## src/design/dac_i2c_pkg.sv

```systemverilog
package dac_i2c_pkg;
   // Core clock period and the derived power-down exit waits.
   localparam int CLK_PERIOD_NS = 8;
   localparam int PD_EXIT_NS = 4000;
   localparam int PD_EXIT_REF_OFF_NS = 600000;
   localparam int PD_EXIT_CYC = (PD_EXIT_NS + CLK_PERIOD_NS - 1) / CLK_PERIOD_NS;
   localparam int PD_EXIT_REF_OFF_CYC =
      (PD_EXIT_REF_OFF_NS + CLK_PERIOD_NS - 1) / CLK_PERIOD_NS;
   localparam int EXIT_W = 17;

   // Slave address pieces: fixed upper bits, select pin, fixed low bit.
   localparam logic [4:0] ADDR_FIXED_HI = 5'h13;
   localparam logic ADDR_FIXED_LSB = 1'b0;

   // Upper command nibble values.
   localparam logic [3:0] CMD_NOP = 4'h0;
   localparam logic [3:0] CMD_WRITE_INPUT = 4'h1;
   localparam logic [3:0] CMD_UPDATE_DAC = 4'h2;
   localparam logic [3:0] CMD_WRITE_DAC_INPUT = 4'h3;
   localparam logic [3:0] CMD_WRITE_CONTROL = 4'h4;

   // Control bit positions within the data word.
   localparam int CTRL_RESET_BIT = 15;
   localparam int CTRL_PD_HI_BIT = 14;
   localparam int CTRL_PD_LO_BIT = 13;
   localparam int REFERENCE_BIT_POSITION = 12;
   localparam int CTRL_GAIN_BIT = 11;

   // Field positions inside the stored control_settings register.
   localparam int CS_GAIN = 0;
   localparam int CS_REF = 1;
   localparam int CS_PD_LO = 2;
   localparam int CS_PD_HI = 3;
   localparam int CS_RESET = 4;

   // Values after reset.
   localparam logic [15:0] INPUT_RESET = 16'h0000;
   localparam logic [15:0] DAC_RESET = 16'h0000;
   localparam logic [4:0] CONTROL_RESET = 5'h00;
   localparam logic [1:0] PD_NORMAL = 2'h0;

   // Frame layout: address byte is index zero, then command, high, low.
   localparam int DATA_W = 16;
   localparam logic [2:0] IDX_ADDR = 3'h0;
   localparam logic [2:0] IDX_CMD = 3'h1;
   localparam logic [2:0] IDX_HI = 3'h2;
   localparam logic [2:0] IDX_LO = 3'h3;
   localparam logic [2:0] LAST_BIT = 3'h7;

   typedef enum logic [4:0] {
      ST_IDLE = 5'h01,
      ST_RX = 5'h02,
      ST_ACK = 5'h04,
      ST_TX = 5'h08,
      ST_TX_ACK = 5'h10
   } i2c_state_e;
endpackage : dac_i2c_pkg

```

## src/design/dac_i2c_slave.sv

```systemverilog
// What this block does
// Slave works at 100 kHz and 400 kHz bus rates.
// Only 7-bit addresses match; 10-bit and general call ignored.
// Address is 10011, then select pin level, then 0.
// Matching address is acknowledged low in ninth pulse; otherwise stay idle.
// Each byte is eight bits MSB first plus one acknowledge bit.
// Transmitter changes SDA only while SCL low, except start and stop.
// Master ends a write with stop during the tenth pulse.
// Write frame is address, command, data high, data low; all acknowledged.
// Command 1 loads input register at either load strobe level.
// Command 2 copies input to DAC register; command 0 does nothing.
// Command 3 loads DAC and input registers with the same word.
// Data is left aligned; unused low bits and low command nibble ignored.
// Command 4 takes control bits from data bits 15 down to 11.
// Gain bit 0 gives span to reference, 1 twice reference.
// Reference bit 0 keeps reference on, 1 turns it off.
// Power-down code picks output load and disables buffer, reference stays.
// Power-down keeps the DAC register and still accepts updates.
// Leaving power-down takes 4 us, or 600 us with reference off.
// Software reset clears input, DAC and control, then self-clears.
// Read address is acknowledged, then input register sent high byte first.
// Master does not acknowledge the last read byte, then stops.
// Load strobe low during input write updates DAC at last data edge.
// Load strobe falling after stop copies input to DAC; ignored while busy.
// Read-back uses written alignment with unused low bits as zero.
`timescale 1ns/100ps
module dac_i2c_slave
   import dac_i2c_pkg::*;
#(
   parameter int RES_BITS = 16,
   parameter int PD_EXIT_REF_OFF_CYCLES = PD_EXIT_REF_OFF_CYC
) (
   input wire logic clk,
   input wire logic reset_n,
   input wire logic scl_in,
   input wire logic sda_in,
   output logic sda_out,
   output logic sda_oe,
   input wire logic load_strobe_n,
   input wire logic addr_select_pin,
   output logic [15:0] dac_code,
   output logic gain_x2,
   output logic ref_disable,
   output logic powerdown_sel_hi,
   output logic powerdown_sel_lo,
   output logic out_buffer_en,
   output logic pd_exit_busy
);
   // Zero the low bits that a reduced-resolution converter does not use.
   function automatic logic [15:0] mask_code(input logic [15:0] w);
      logic [15:0] m;
      m = 16'hFFFF << (DATA_W - RES_BITS);
      return w & m;
   endfunction : mask_code

   // Odd byte slots of a read carry the high byte, even slots the low byte.
   function automatic logic [7:0] tx_pick(input logic [2:0] idx, input logic [15:0] w);
      return idx[0] ? w[15:8] : w[7:0];
   endfunction : tx_pick

   logic [3:0] pins_s;
   logic scl_s, sda_s, load_strobe_n_s, a0_s;
   logic scl_q_ff, sda_q_ff, load_strobe_n_q_ff;
   logic scl_rise, scl_fall, start_det, stop_det, load_strobe_n_fall, frame_done;
   i2c_state_e state_ff;
   logic [2:0] bit_cnt_ff, byte_idx_ff, next_idx;
   logic [7:0] shift_ff, cmd_ff, data_hi_ff, next_tx;
   logic rw_ff, a0_ff, busy_ff, sda_oe_ff, sda_out_ff, rise_seen_ff;
   logic [6:0] own_addr;
   logic [15:0] raw_word, rx_word, input_code_holding_ff, dac_reg_ff;
   logic [4:0] control_settings_ff;
   logic [1:0] pd_prev_ff;
   logic [EXIT_W-1:0] exit_cnt_ff;
   logic out_buf_en_ff, pd_exit_busy_ff;

   // Every pin from outside is resynchronised; the core clock oversamples SCL
   // far beyond fast-mode rates, so both bus speeds are handled alike.
   pin_sync3 #(
      .WIDTH(4),
      .RESET_VAL(4'hE)
   ) u_pin_sync (
      .clk(clk),
      .reset_n(reset_n),
      .din({scl_in, sda_in, load_strobe_n, addr_select_pin}),
      .dout(pins_s)
   );

   assign scl_s = pins_s[3];
   assign sda_s = pins_s[2];
   assign load_strobe_n_s = pins_s[1];
   assign a0_s = pins_s[0];

   // Previous samples for edge detection on the filtered lines.
   always_ff @(posedge clk or negedge reset_n) begin
      if (!reset_n) begin
         scl_q_ff <= 1'b1;
         sda_q_ff <= 1'b1;
         load_strobe_n_q_ff <= 1'b1;
      end else begin
         scl_q_ff <= scl_s;
         sda_q_ff <= sda_s;
         load_strobe_n_q_ff <= load_strobe_n_s;
      end
   end

   // SDA moving while SCL stays high is only legal as start or stop.
   assign scl_rise = scl_s & ~scl_q_ff;
   assign scl_fall = ~scl_s & scl_q_ff;
   assign start_det = scl_s & scl_q_ff & sda_q_ff & ~sda_s;
   assign stop_det = scl_s & scl_q_ff & ~sda_q_ff & sda_s;
   assign load_strobe_n_fall = ~load_strobe_n_s & load_strobe_n_q_ff;

   // Extended and general-call addresses can never equal this pattern.
   assign own_addr = {ADDR_FIXED_HI, a0_ff, ADDR_FIXED_LSB};

   // The last data bit of the low byte has just been shifted in.
   assign frame_done = (state_ff == ST_RX) && scl_fall && (bit_cnt_ff == LAST_BIT)
      && (byte_idx_ff == IDX_LO) && rise_seen_ff;
   assign raw_word = {data_hi_ff, shift_ff};
   assign rx_word = mask_code(raw_word);
   assign next_idx = byte_idx_ff + 3'h1;
   assign next_tx = tx_pick(next_idx, input_code_holding_ff);

   // Bus activity window; the select pin is caught at each start so that it
   // may be changed between transfers.
   always_ff @(posedge clk or negedge reset_n) begin
      if (!reset_n) begin
         busy_ff <= 1'b0;
         a0_ff <= 1'b0;
      end else if (stop_det) begin
         busy_ff <= 1'b0;
      end else if (start_det) begin
         busy_ff <= 1'b1;
         a0_ff <= a0_s;
      end
   end

   // Byte engine. A start or stop aborts whatever is in progress. Only an SCL
   // fall after a rise ends a bit, so the fall closing a start is not counted.
   always_ff @(posedge clk or negedge reset_n) begin
      if (!reset_n) begin
         state_ff <= ST_IDLE;
         bit_cnt_ff <= 3'h0;
         byte_idx_ff <= IDX_ADDR;
         shift_ff <= 8'h00;
         cmd_ff <= 8'h00;
         data_hi_ff <= 8'h00;
         rw_ff <= 1'b0;
         rise_seen_ff <= 1'b0;
         sda_oe_ff <= 1'b0;
      end else if (stop_det) begin
         state_ff <= ST_IDLE;
         sda_oe_ff <= 1'b0;
      end else if (start_det) begin
         state_ff <= ST_RX;
         bit_cnt_ff <= 3'h0;
         byte_idx_ff <= IDX_ADDR;
         rise_seen_ff <= 1'b0;
         sda_oe_ff <= 1'b0;
      end else begin
         rise_seen_ff <= scl_rise | (rise_seen_ff & ~scl_fall);
         case (state_ff)
            ST_IDLE: begin
               sda_oe_ff <= 1'b0;
            end
            ST_RX: begin
               if (scl_rise) begin
                  shift_ff <= {shift_ff[6:0], sda_s};
               end
               if (scl_fall && rise_seen_ff) begin
                  bit_cnt_ff <= bit_cnt_ff + 3'h1;
                  if (bit_cnt_ff == LAST_BIT) begin
                     if (byte_idx_ff == IDX_ADDR) begin
                        if (shift_ff[7:1] == own_addr) begin
                           rw_ff <= shift_ff[0];
                           sda_oe_ff <= 1'b1;
                           state_ff <= ST_ACK;
                        end else begin
                           state_ff <= ST_IDLE;
                        end
                     end else if (byte_idx_ff <= IDX_LO) begin
                        if (byte_idx_ff == IDX_CMD) begin
                           cmd_ff <= shift_ff;
                        end
                        if (byte_idx_ff == IDX_HI) begin
                           data_hi_ff <= shift_ff;
                        end
                        sda_oe_ff <= 1'b1;
                        state_ff <= ST_ACK;
                     end else begin
                        state_ff <= ST_IDLE;
                     end
                  end
               end
            end
            ST_ACK: begin
               // Release or start sending on the falling edge ending the ninth pulse.
               if (scl_fall) begin
                  bit_cnt_ff <= 3'h0;
                  byte_idx_ff <= next_idx;
                  if (rw_ff) begin
                     shift_ff <= next_tx;
                     sda_oe_ff <= ~next_tx[7];
                     state_ff <= ST_TX;
                  end else begin
                     sda_oe_ff <= 1'b0;
                     state_ff <= ST_RX;
                  end
               end
            end
            ST_TX: begin
               // Data only changes after SCL has fallen, keeping the high phase clean.
               if (scl_fall) begin
                  bit_cnt_ff <= bit_cnt_ff + 3'h1;
                  if (bit_cnt_ff == LAST_BIT) begin
                     sda_oe_ff <= 1'b0;
                     state_ff <= ST_TX_ACK;
                  end else begin
                     shift_ff <= {shift_ff[6:0], 1'b0};
                     sda_oe_ff <= ~shift_ff[6];
                  end
               end
            end
            ST_TX_ACK: begin
               // A high acknowledge ends the read; the stop follows from the master.
               if (scl_rise && sda_s) begin
                  state_ff <= ST_IDLE;
               end else if (scl_fall) begin
                  bit_cnt_ff <= 3'h0;
                  byte_idx_ff <= next_idx;
                  shift_ff <= next_tx;
                  sda_oe_ff <= ~next_tx[7];
                  state_ff <= ST_TX;
               end
            end
            default: begin
               state_ff <= ST_IDLE;
               sda_oe_ff <= 1'b0;
            end
         endcase
      end
   end

   // Open-drain line: the output level is always low, only the enable moves.
   always_ff @(posedge clk or negedge reset_n) begin
      if (!reset_n) begin
         sda_out_ff <= 1'b0;
      end else begin
         sda_out_ff <= 1'b0;
      end
   end

   // Commands act at the last data bit; an idle strobe fall copies input to DAC.
   always_ff @(posedge clk or negedge reset_n) begin
      if (!reset_n) begin
         input_code_holding_ff <= INPUT_RESET;
         dac_reg_ff <= DAC_RESET;
         control_settings_ff <= CONTROL_RESET;
      end else if (frame_done) begin
         case (cmd_ff[7:4])
            CMD_WRITE_INPUT: begin
               input_code_holding_ff <= rx_word;
               if (!load_strobe_n_s) begin
                  dac_reg_ff <= rx_word;
               end
            end
            CMD_UPDATE_DAC: begin
               dac_reg_ff <= input_code_holding_ff;
            end
            CMD_WRITE_DAC_INPUT: begin
               dac_reg_ff <= rx_word;
               input_code_holding_ff <= rx_word;
            end
            CMD_WRITE_CONTROL: begin
               if (raw_word[CTRL_RESET_BIT]) begin
                  input_code_holding_ff <= INPUT_RESET;
                  dac_reg_ff <= DAC_RESET;
                  control_settings_ff <= CONTROL_RESET;
               end else begin
                  // Low data bits are ignored; the reset bit never stays set.
                  control_settings_ff <= {1'b0, raw_word[CTRL_PD_HI_BIT],
                     raw_word[CTRL_PD_LO_BIT], raw_word[REFERENCE_BIT_POSITION],
                     raw_word[CTRL_GAIN_BIT]};
               end
            end
            default: begin
               // No-op and unused codes leave everything as it is.
            end
         endcase
      end else if (load_strobe_n_fall && !busy_ff) begin
         dac_reg_ff <= input_code_holding_ff;
      end
   end

   // Power-down exit wait. Going back to normal mode holds the buffer off
   // for the settle time, which is far longer with the reference off.
   always_ff @(posedge clk or negedge reset_n) begin
      if (!reset_n) begin
         pd_prev_ff <= PD_NORMAL;
         exit_cnt_ff <= '0;
      end else begin
         pd_prev_ff <= control_settings_ff[CS_PD_HI:CS_PD_LO];
         if (pd_prev_ff != PD_NORMAL && control_settings_ff[CS_PD_HI:CS_PD_LO] == PD_NORMAL) begin
            exit_cnt_ff <= control_settings_ff[CS_REF] ? EXIT_W'(PD_EXIT_REF_OFF_CYCLES)
               : EXIT_W'(PD_EXIT_CYC);
         end else if (exit_cnt_ff != '0) begin
            exit_cnt_ff <= exit_cnt_ff - EXIT_W'(1);
         end
      end
   end

   // Buffer enable in normal mode with no wait counting, so it is on for one cycle before the wait loads; the DAC register is
   // untouched by power-down and keeps accepting writes meanwhile.
   always_ff @(posedge clk or negedge reset_n) begin
      if (!reset_n) begin
         out_buf_en_ff <= 1'b1;
         pd_exit_busy_ff <= 1'b0;
      end else begin
         out_buf_en_ff <= (control_settings_ff[CS_PD_HI:CS_PD_LO] == PD_NORMAL)
            && (exit_cnt_ff == '0);
         pd_exit_busy_ff <= exit_cnt_ff != '0;
      end
   end

   assign sda_out = sda_out_ff;
   assign sda_oe = sda_oe_ff;
   assign dac_code = dac_reg_ff;
   assign gain_x2 = control_settings_ff[CS_GAIN];
   assign ref_disable = control_settings_ff[CS_REF];
   assign powerdown_sel_hi = control_settings_ff[CS_PD_HI];
   assign powerdown_sel_lo = control_settings_ff[CS_PD_LO];
   assign out_buffer_en = out_buf_en_ff;
   assign pd_exit_busy = pd_exit_busy_ff;
endmodule : dac_i2c_slave

```

## src/design/pin_sync3.sv

```systemverilog
`timescale 1ns/100ps
module pin_sync3 #(
   parameter int WIDTH = 1,
   parameter logic [WIDTH-1:0] RESET_VAL = '0
) (
   input wire logic clk,
   input wire logic reset_n,
   input wire logic [WIDTH-1:0] din,
   output logic [WIDTH-1:0] dout
);
   logic [WIDTH-1:0] s1_ff;
   logic [WIDTH-1:0] s2_ff;
   logic [WIDTH-1:0] s3_ff;
   logic [WIDTH-1:0] out_ff;

   // Three stages; a bit only moves once stages two and three agree, which
   // also filters single-sample glitches on the slow bus lines.
   always_ff @(posedge clk or negedge reset_n) begin
      if (!reset_n) begin
         s1_ff <= RESET_VAL;
         s2_ff <= RESET_VAL;
         s3_ff <= RESET_VAL;
         out_ff <= RESET_VAL;
      end else begin
         s1_ff <= din;
         s2_ff <= s1_ff;
         s3_ff <= s2_ff;
         for (int i = 0; i < WIDTH; i++) begin
            if (s2_ff[i] == s3_ff[i]) begin
               out_ff[i] <= s3_ff[i];
            end
         end
      end
   end

   assign dout = out_ff;
endmodule : pin_sync3

```

## config.mk

```make
export PLATFORM = sky130hd
export DESIGN_NAME = dac_i2c_slave
export DESIGN_NICKNAME = d
export VERILOG_FILES = /design/src/design/dac_i2c_pkg.sv /design/src/design/dac_i2c_slave.sv /design/src/design/pin_sync3.sv
export SDC_FILE = /design/constraint.sdc
export NUM_CORES = 1
export LEC_CHECK = 0
export BUFFER_PORTS_ARGS = -buffer_cell sky130_fd_sc_hd__buf_4
export CAP_MARGIN = 0
export CORE_MARGIN = 10
export CORE_UTILIZATION = 25
export CTS_BUF_LIST = sky130_fd_sc_hd__clkbuf_4 sky130_fd_sc_hd__clkbuf_8
export DETAILED_ROUTE_END_ITERATION = 6
export SYNTH_ARGS = -nofsm -noshare
export SYNTH_HDL_FRONTEND = slang
export SYNTH_SLANG_ARGS = --single-unit
```

## constraint.sdc

```tcl
create_clock -name clk -period 6.3 [get_ports clk]
set_clock_uncertainty 0.2 [all_clocks]
set_input_delay 0.63 -clock clk [delete_from_list [all_inputs] [get_ports clk]]
set_output_delay 0.63 -clock clk [all_outputs]
set_load 0.01 [all_outputs]
```

======== Yosys cells after proc, flatten, opt, wreduce, memory -nomap -nowiden ========
Cells that the tools add are included.
storage, ports and cells
  memory bits (writable) .................. 0
  bits of input ports ..................... 6
  bits in latches ......................... 0
  output and inout bits ................... 24
  flip-flop bits (word level) ............. 116
  memories ................................ 0
  memory bits (read-only) ................. 0
cells by class
  $mul .................................... 0
  $add $sub $neg .......................... 3
  reduce and logical (&&, ||, !) cells .... 35
  shift operators ......................... 0
  mux-type cells .......................... 60
  equality and inequality tests ........... 43
  order comparisons ....................... 1
  divide/modulo/power cells ............... 0
  bitwise gates (word level) .............. 21
operators by type and width
  operator               number
  $mux 16                4
  $mux 8                 8
  $pmux 16 s4            1
  $mux 17                3
  $mux 5                 10
  $pmux 16 s2            1
  $pmux 8 s4             1
  $mux 3                 10
  $pmux 5 s5             1
  $reduce_and 8->1       3
  $ne 4x4->1 const B     5
  $logic_not 17->1       1
  $reduce_bool 17->1     1
  $sub 17x1->17 const B  1
  $mux 1                 16
  $ne 2x2->1 const B     8
  $ne 3x3->1 const B     5
  $reduce_and 7->1       2
  $pmux 3 s4             1
  $not 1->1              11
  $reduce_and 10->1      1
  $reduce_bool 2->1      5
  $and 1x1->1            9
  $logic_and 1x1->1      9
  36 further kinds       46

======== Longest topological paths before layout ========
Gate-level depths: netlist (run 1).
  word-level depth ........................ 8
  gate-level depth with buffers ........... 9
  gate-level depth less buffers ........... 7

======== Cells and area by module ========
A second synthesis (run 1) with hierarchy kept.
unflattened totals
  cells, all modules ...................... 479
  area total of the unflattened synthesis .. 5,514.0 sq um
modules (own cells, without submodules)
  module         sequential area each (sq um)  cells each  times used  area each (sq um)
  dac_i2c_slave  2,408.6                       459         1           5,053.6
  pin_sync3      415.4                         20          1           460.4

======== Least setup slack after synthesis (run 1) ========
OpenSTA, ideal clock, no wires.
  path kind ............................... register to register
  start point ............................. reg bit_cnt_ff[0]
  end point ............................... reg dac_reg_ff[10] (netlist: dac_code[10])
  slack ................................... 3.630 ns
  library setup time ...................... 0.125 ns
  data required time ...................... 5.975 ns
  cell stages (with the launch flop) ...... 10
  arrival ................................. 2.345 ns
  cells stage by stage .................... dfrtp_1 -> ha_1 -> ha_1 -> and4b_1 -> clkbuf_1 -> nand4b_1 -> a31oi_2 -> buf_4 -> mux2_2 -> mux2_2
on the way
  word-level cells in the longest chain between the ends .. 6
ends and longest elaborated chain
  element                                                    RTL line              source
  start: declaration                                         dac_i2c_slave.sv:66   logic [2:0] bit_cnt_ff, byte_idx_ff, next_idx;
  start signal: assignment                                   dac_i2c_slave.sv:171  bit_cnt_ff <= bit_cnt_ff + 3'h1;
  start signal: assignment                                   dac_i2c_slave.sv:214  bit_cnt_ff <= bit_cnt_ff + 3'h1;
  $eq 3x3->1 *                                               dac_i2c_slave.sv:117  assign frame_done = (state_ff == ST_RX) && scl_fall && (bit_cnt_ff == LAST_BIT)
  $logic_and 1x1->1 *                                        dac_i2c_slave.sv:117
  $logic_and 1x1->1 * (2 in series)                          dac_i2c_slave.sv:118  && (byte_idx_ff == IDX_LO) && rise_seen_ff;
  $ne 5x1->1 (no source line), or another cell as far along  n/a
  $reduce_and 4->1 (no source line)                          n/a
  end signal: assignment                                     dac_i2c_slave.sv:264  dac_reg_ff <= rx_word;
  end signal: assignment                                     dac_i2c_slave.sv:268  dac_reg_ff <= input_code_holding_ff;
  end signal: assignment                                     dac_i2c_slave.sv:271  dac_reg_ff <= rx_word;
  end: declaration                                           dac_i2c_slave.sv:70   logic [15:0] raw_word, rx_word, input_code_holding_ff, dac_reg_ff;
Mark *: on every way between the ends. The rest lies on a longest branch, timed or not.
A chain may end at the register's enable or synchronous reset.

======== Worst setup path after layout (run 1) ========
  start point ............................. reg byte_idx_ff[0]
  end point ............................... reg dac_reg_ff[2] (netlist: dac_code[2])
on the way
  word-level cells in the longest chain between the ends .. 5
ends and longest elaborated chain
  element                                                    RTL line              source
  start: declaration                                         dac_i2c_slave.sv:66
  start signal: assignment                                   dac_i2c_slave.sv:200  byte_idx_ff <= next_idx;
  start signal: assignment                                   dac_i2c_slave.sv:230  byte_idx_ff <= next_idx;
  $eq 3x2->1 *                                               dac_i2c_slave.sv:118
  $logic_and 1x1->1 * (2 in series)                          dac_i2c_slave.sv:118
  $ne 5x1->1 (no source line), or another cell as far along  n/a
  $reduce_and 4->1 (no source line)                          n/a
Marked as above.

==> flow_summary.json, run 1 <==
{
  "min_period_over_period_pct": 53.0,
  "cts-root-buf": "clkbuf_8",
  "synth_seq_cells": 112,
  "drt_pass1_iterations": 4,
  "dieArea_um2": 28700,
  "hold_viol_final": 0,
  "synth_top_family_by_area": "multiplexers",
  "synth_nets": 499,
  "p_int_uw": 935,
  "core_area_um2": 21900,
  "timing.fmax_mhz": 299,
  "grt_max_degree": 74,
  "peakVddDrop_mv": 0.103,
  "area_growth_pct": 11.6,
  "vias_per_cell": 4.65,
  "seq_area_frac_synth_pct": 50.6,
  "initial_core_util_pct": 25.5,
  "rsz0062_at_grt": "no",
  "drc": 0,
  "power.density_nw_per_um2": 203,
  "setup_slack_ns": 2.96,
  "antenna_left": 0,
  "syn_area_um2": 5580,
  "post-dp-hpwl_um": 8060,
  "drt_wl_total_um": 11800,
  "worst_path_max_delay_cell": "a31oi_2",
  "fin_nets": 520,
  "n_antenna_cell": 0,
  "end_kind": "flip-flop",
  "setup.worst_path.class": "reg -> reg",
  "crit_path_max_incr_delay_ns": 0.94,
  "max-cap-violations": 0,
  "synth_simple_gate_area_share_pct": 14.5,
  "setup_viol": 0,
  "grt.overflow.total": 0,
  "grt_usage_pct": 8.43,
  "cp.required_ns": 6.36,
  "clk_path_buf_depth": 2,
  "clk_latency_ns": 0.38,
  "tritoncts": "yes",
  "path_max_fanout": 16,
  "synth_edf_count": 0,
  "slew_headroom_pct": 23.4,
  "path_cells": "ha_1, ha_1, nand4b_1, a31oi_2, mux2_2, mux2_2",
  "detail_route.iter0.violations": 233,
  "htree_levels": 3,
  "hp-class": "in -> async",
  "cts_resized": 0,
  "p_leak_nw": 2.87,
  "synthCells": 484,
  "synth_xor_area_share_pct": 2.51,
  "synth_compound_area_share_pct": 9.03,
  "async_flop_share_pct": 100,
  "vias": 3671,
  "comb_power_share_pct": 6.8,
  "slew_viol_final": 0,
  "wl_per_cell_um": 14.9,
  "grt_pass1_vias": 3786,
  "ys_types": 63,
  "netSwitchingFraction_pct": 26.0,
  "num_io_pins": 30,
  "yosys-mux-area-fraction_pct": 17.7,
  "cp.arrival_ns": 3.40,
  "cts.clk_slew.worst_paths_ns": 0.11,
  "post-place-ws_ns": 2.96,
  "ys_warn_count": 0,
  "antenna_found_initial": 0,
  "fp.dieH_um": 169,
  "cp-start-kind": "flip-flop",
  "status": "finished, final reports clean",
  "port_buffers": 28,
  "grt_pass1_wl_um": 20000,
  "tns_ns": 0,
  "die-width_um": 169,
  "ctsHoldBuffers": 0,
  "p_switching_uw": 329,
  "synthAdderAreaFrac_pct": 2.73,
  "p_clk_share_pct": 32.1,
  "fp-row-count": 54,
  "cts_setup_buffers": 0,
  "worst_pin_slew_ns": 1.15,
  "syn_avg_cell_area_um2": 11.5,
  "cts_num_sinks": 112,
  "fin_crit_ns": 3.34,
  "numCtsBuffers": 9,
  "synth_ff_type": "dfrtp_1",
  "place.gp.congestion": 0.817,
  "layout-drive-gt1-share_pct": 28.4,
  "seqPwrFrac_pct": 61.0
}
synthesized netlist by cell type (12+ instances only):
| library cell | n | area [um2] |
|---|---|---|
| a21oi_1 | 17 | 85.1 |
| dfstp_2 | 17 | 447 |
| o21ai_0 | 22 | 110 |
| clkbuf_1 | 12 | 45.0 |
| mux2_2 | 67 | 754 |
| nor2b_1 | 25 | 156 |
| nand2_1 | 28 | 105 |
| dfrtp_1 | 95 | 2380 |
| inv_1 | 12 | 45.0 |
| mux2i_1 | 13 | 130 |
| xnor2_1 | 14 | 123 |
| nor2_1 | 28 | 105 |
power by group through the flow:
stage / Sequential, mW / Clock (mW) / Combinational (mW)
detailed placement: 0.785 / 0 / 0.0878
global placement: 0.786 / 0 / 0.0864
floorplan: 0.769 / 0 / 0.0658
global route: 0.776 / 0.457 / 0.0985
finish: 0.772 / 0.406 / 0.0864
CTS: 0.771 / 0.425 / 0.0882
final timing paths:
check / from / to / slack, ns / cells after the start
worst max-delay path: byte_idx_ff[0] / dac_code[2] / 2.96 / 6
worst min-delay path: reset_n / sda_oe / 0.04 / 1
worst max register to register: byte_idx_ff[0] / dac_code[2] / 2.96 / 6
worst min register to register: u_pin_sync.s1_ff[1] / u_pin_sync.s2_ff[1] / 0.16 / 0
max in group asynchronous: reset_n / exit_cnt_ff[13] / 4.57 / 2
min in group clk: load_strobe_n / u_pin_sync.s1_ff[1] / 0.16 / 1
routing by layer:
layer	GRT usage, %	vias to the layer above	wire length [um]
li1	-	1776	-
met1	11.7	1826	6010
met2	12.8	59	5290
met3	1.83	10	339
met4	2.66	0	138
met5	0	-	0
logic make-up after synthesis:
| kind of cell | after synthesis |
|---|---|
| compound gates | 77 |
| fa+ha+maj | 13 |
| buf+inv | 33 |
| xor+xnor | 16 |
| mux | 87 |
| simple gates | 145 |
| flops | 112 |
| other cells | 1 |
state kept, by name, summed over array words and instances, names as in the netlist, 2 cells and up:
register / flops
bit_cnt_ff: 3
byte_idx_ff: 3
cmd_ff: 4
control_settings_ff: 4
dac_code: 16
data_hi_ff: 8
exit_cnt_ff: 17
input_code_holding_ff: 16
pd_prev_ff: 2
shift_ff: 8
state_ff: 5
u_pin_sync.dout: 4
u_pin_sync.s1_ff: 4
u_pin_sync.s2_ff: 4
u_pin_sync.s3_ff: 4
layout make-up:
cell class	count	area (um2)
fillers	2326	15700
repair buffers	31	233
inverters	12	45.0
clock buffers	10	138
multi-input cells	339	2600
flip-flops and latches	112	2820
clock inverters	6	41.3
well taps	280	350
placed cells by master, fill, tap and decap left out, types with 6 or more instances in the layout:
| master | n |
|---|---|
| mux2_2 | 67 |
| dfstp_2 | 17 |
| buf_4 | 31 |
| dfrtp_1 | 95 |
| inv_1 | 12 |
| a211oi_1 | 7 |
| o21ai_0 | 21 |
| mux2i_1 | 13 |
| a21oi_1 | 17 |
| mux2_4 | 7 |
| nor2_1 | 28 |
| nor2b_1 | 25 |
| nor3_1 | 8 |
| nand2b_1 | 6 |
| xnor2_1 | 14 |
| ha_1 | 9 |
| nand2_1 | 28 |
| clkbuf_8 | 10 |
| nand3_1 | 9 |
per-stage QoR:
| step | total power, mW | cell area [um2] | instances | util, % | hold WS (ns) |
|---|---|---|---|---|---|
| 6_report | 1.26 | 6230 | 790 | 28.5 | 0.0367 |
| 5_1_grt | 1.33 | 6230 | 790 | 28.5 | 0.0481 |
| 4_1_cts | 1.28 | 6230 | 790 | 28.5 | 0.0376 |
| 3_5_place_dp | 0.873 | 6050 | 774 | 27.7 | 0.146 |
| 3_3_place_gp | 0.872 | 6050 | 774 | 27.7 | 0.139 |
| 2_1_floorplan | 0.835 | 5580 | 484 | - | 0.131 |
worst max-delay path, delay by kind of cell (launching register included):
family,cells,cell delay [ns]
compound gates,1,0.94
fa+ha+maj,2,0.48
flops,1,0.75
mux,2,0.67
simple gates,1,0.19
Note: power is estimated with default switching activity, not from simulation.
==> run 2, diff against run 1 <==
==> constraint.sdc (replaced) <==
create_clock -name clk -period 2.8 [get_ports clk]
set_clock_uncertainty 0.2 [all_clocks]
set_input_delay 0.28 -clock clk [delete_from_list [all_inputs] [get_ports clk]]
set_output_delay 0.28 -clock clk [all_outputs]
set_load 0.01 [all_outputs]
==> run 2 against run 1 <==
Power rose by 150%. Register-to-register slack got worse by 2.8 ns. Sequential cell count did not move. Fmax rose by 26%. Die area did not move. Via count rose by 1.3%. Worst setup slack got worse by 2.8 ns. Count of clock-buffer cells in the layout rose by 3. Cell count rose by 3.0%. Sequential share of layout area fell by 2.0 points. Routed wire length fell by 0.45%. Combinational power rose to 2.7 times the previous value. Critical endpoint is now shift_ff[1].
==> flow_summary.json, run 2 (same netlist as run 1, synthesis figures left out) <==
{
  "layout_common_cells": "dfrtp_1 (95), mux2_2 (67), buf_4 (48)",
  "worst_pin_slew_ns": 0.610,
  "power.density_nw_per_um2": 484,
  "fp-row-count": 54,
  "largest-register": "exit_cnt_ff",
  "initial_core_util_pct": 25.5,
  "clk_latency_ns": 0.39,
  "fin_nets": 544,
  "crit_end": "shift_ff[1]",
  "status": "finished, final reports clean",
  "drt_wl_total_um": 11700,
  "cts.clk_slew.worst_paths_ns": 0.09,
  "slew_headroom_pct": 58.3,
  "grt_usage_pct": 8.51,
  "worst_path_max_delay_cell": "or4_1",
  "largest_reg_flops": 17,
  "end_kind": "flip-flop",
  "layout-drive-gt1-share_pct": 30.7,
  "vias": 3719,
  "setup.worst_path.class": "reg -> reg",
  "area_growth_pct": 16.9,
  "netSwitchingFraction_pct": 22.7,
  "die-width_um": 169,
  "numCtsBuffers": 9,
  "hp-start": "u_pin_sync.s1_ff[3]",
  "grt_pass1_wl_um": 20000,
  "total_power_mw": 3.16,
  "crit_cells": 6,
  "path_cells": "nand2b_1, a21o_1, a211o_1, or4_1, buf_4, mux2_4",
  "drt_pass1_iterations": 4,
  "place.gp.congestion": 0.857,
  "r2r_start": "state_ff[3]",
  "setup_viol": 0,
  "vias_per_cell": 4.57,
  "peakVddDrop_mv": 0.255,
  "path_delay_family": "simple AND/OR/NAND/NOR gates",
  "grt_pass1_vias": 3819,
  "hp-class": "reg -> reg",
  "crit_buf_inv": 1,
  "grt.overflow.total": 0,
  "rr_worst_depth": 6,
  "p_leak_nw": 3.02,
  "worst-r2r-setup-slack_ns": 0.16,
  "path_max_fanout": 10,
  "fin_util_pct": 29.8,
  "antenna_left": 0,
  "dp.cells": 793,
  "hold_viol_final": 0,
  "comb_power_share_pct": 7.3,
  "dieArea_um2": 28700,
  "stdcell_count": 814,
  "p_int_mw": 2.44,
  "cts_setup_buffers": 0,
  "tritoncts": "yes",
  "timing.fmax_mhz": 378,
  "r2r-end": "shift_ff[1]",
  "rsz0062_at_grt": "no",
  "n_antenna_cell": 0,
  "tns_ns": 0,
  "antenna_found_initial": 0,
  "max-cap-violations": 0,
  "wl_per_cell_um": 14.4,
  "detail_route.iter0.violations": 243,
  "cp.arrival_ns": 2.72,
  "min_period_over_period_pct": 94.4,
  "grt_max_degree": 49,
  "cp-start-kind": "flip-flop",
  "drc": 0,
  "p_clk_share_pct": 37.9,
  "port_buffers": 28,
  "final_common_cell": "dfrtp_1",
  "hold_ws_ns": 0.160,
  "fp.dieH_um": 169,
  "crit_path_start": "state_ff[3]",
  "core_area_um2": 21900,
  "cp.required_ns": 2.88,
  "clk_path_buf_depth": 2,
  "htree_levels": 3,
  "fin_crit_ns": 2.64,
  "p_switching_uw": 716,
  "cts-root-buf": "clkbuf_8",
  "cts_num_sinks": 112,
  "post-dp-hpwl_um": 8330,
  "num_io_pins": 30,
  "slew_viol_final": 0,
  "seqPwrFrac_pct": 54.7,
  "crit_path_max_incr_delay_ns": 0.53
}
[run 2: cell count changes in the layout (fill, tap and decap cells not counted), sizes merged]
cell / previous run / this run
bufinv: 0 / 3
inv: 14 / 12
clkbuf: 10 / 13
buf: 31 / 50
clkinv: 4 / 0
dlygate4sd3: 0 / 5
[run 2: what timing repair did]
| item | CTS | global route |
|---|---|---|
| endpoints found under the setup margin | 0 | 0 |
| hold endpoints to repair | 34 | 0 |
| hold buffers | 5 | 0 |
| gates resized for setup | 0 | 0 |
[run 2: per-stage QoR]
stage	setup slack [ns]	instance area, um2
after floorplan	0.130	5580
after global placement	0.185	6220
after detailed placement	0.192	6220
after CTS	0.159	6530
after global routing	0.0647	6530
final	0.157	6530
[run 2: worst min path at each step]
stage                          end  depth (start not counted)
4_1_cts        u_pin_sync.s2_ff[3]                          0
2_1_floorplan                a0_ff                          0
3_5_place_dp   u_pin_sync.s1_ff[0]                          1
6_report       u_pin_sync.s2_ff[3]                          0
5_1_grt        u_pin_sync.s2_ff[3]                          0
3_3_place_gp   u_pin_sync.s2_ff[0]                          1
[run 2: routing by layer]
layer  global-route usage [%]  share of wire (%)  up-vias  wire length (um)
met5                        0                  0        -                 0
met1                     11.4                 51     1831              5930
met2                     13.1                 45       55              5230
met4                     3.83                1.6        0               193
li1                         -                  -     1822                 -
met3                     1.48                3.2       11               374
[run 2: power groups by stage]
stage                     combinational (mW)  clock [mW]  sequential [mW]
final                                  0.232        1.20             1.73
after global routing                   0.260        1.30             1.74
after CTS                              0.236        1.24             1.73
after detailed placement               0.230           0             1.76
after global placement                 0.229           0             1.76
after floorplan                        0.148           0             1.73
[run 2: worst register-to-register path: cells and delay by family (launching register included)]
family,cells,cell delay (ns)
DFF,1,0.51
buffers and inverters,1,0.21
AOI/OAI and AO/OA,2,0.50
muxes,1,0.30
and+or+nand+nor,2,0.81
[run 2: cell type report]
class                      instances  area [um2]
fill                            2300       15400
sequential                       112        2820
multi-input combinational        339        2600
timing repair buffer              55         450
tap                              280         350
clock buffer                      13         166
clock inverter                     3        90.1
inverter                          12        45.0
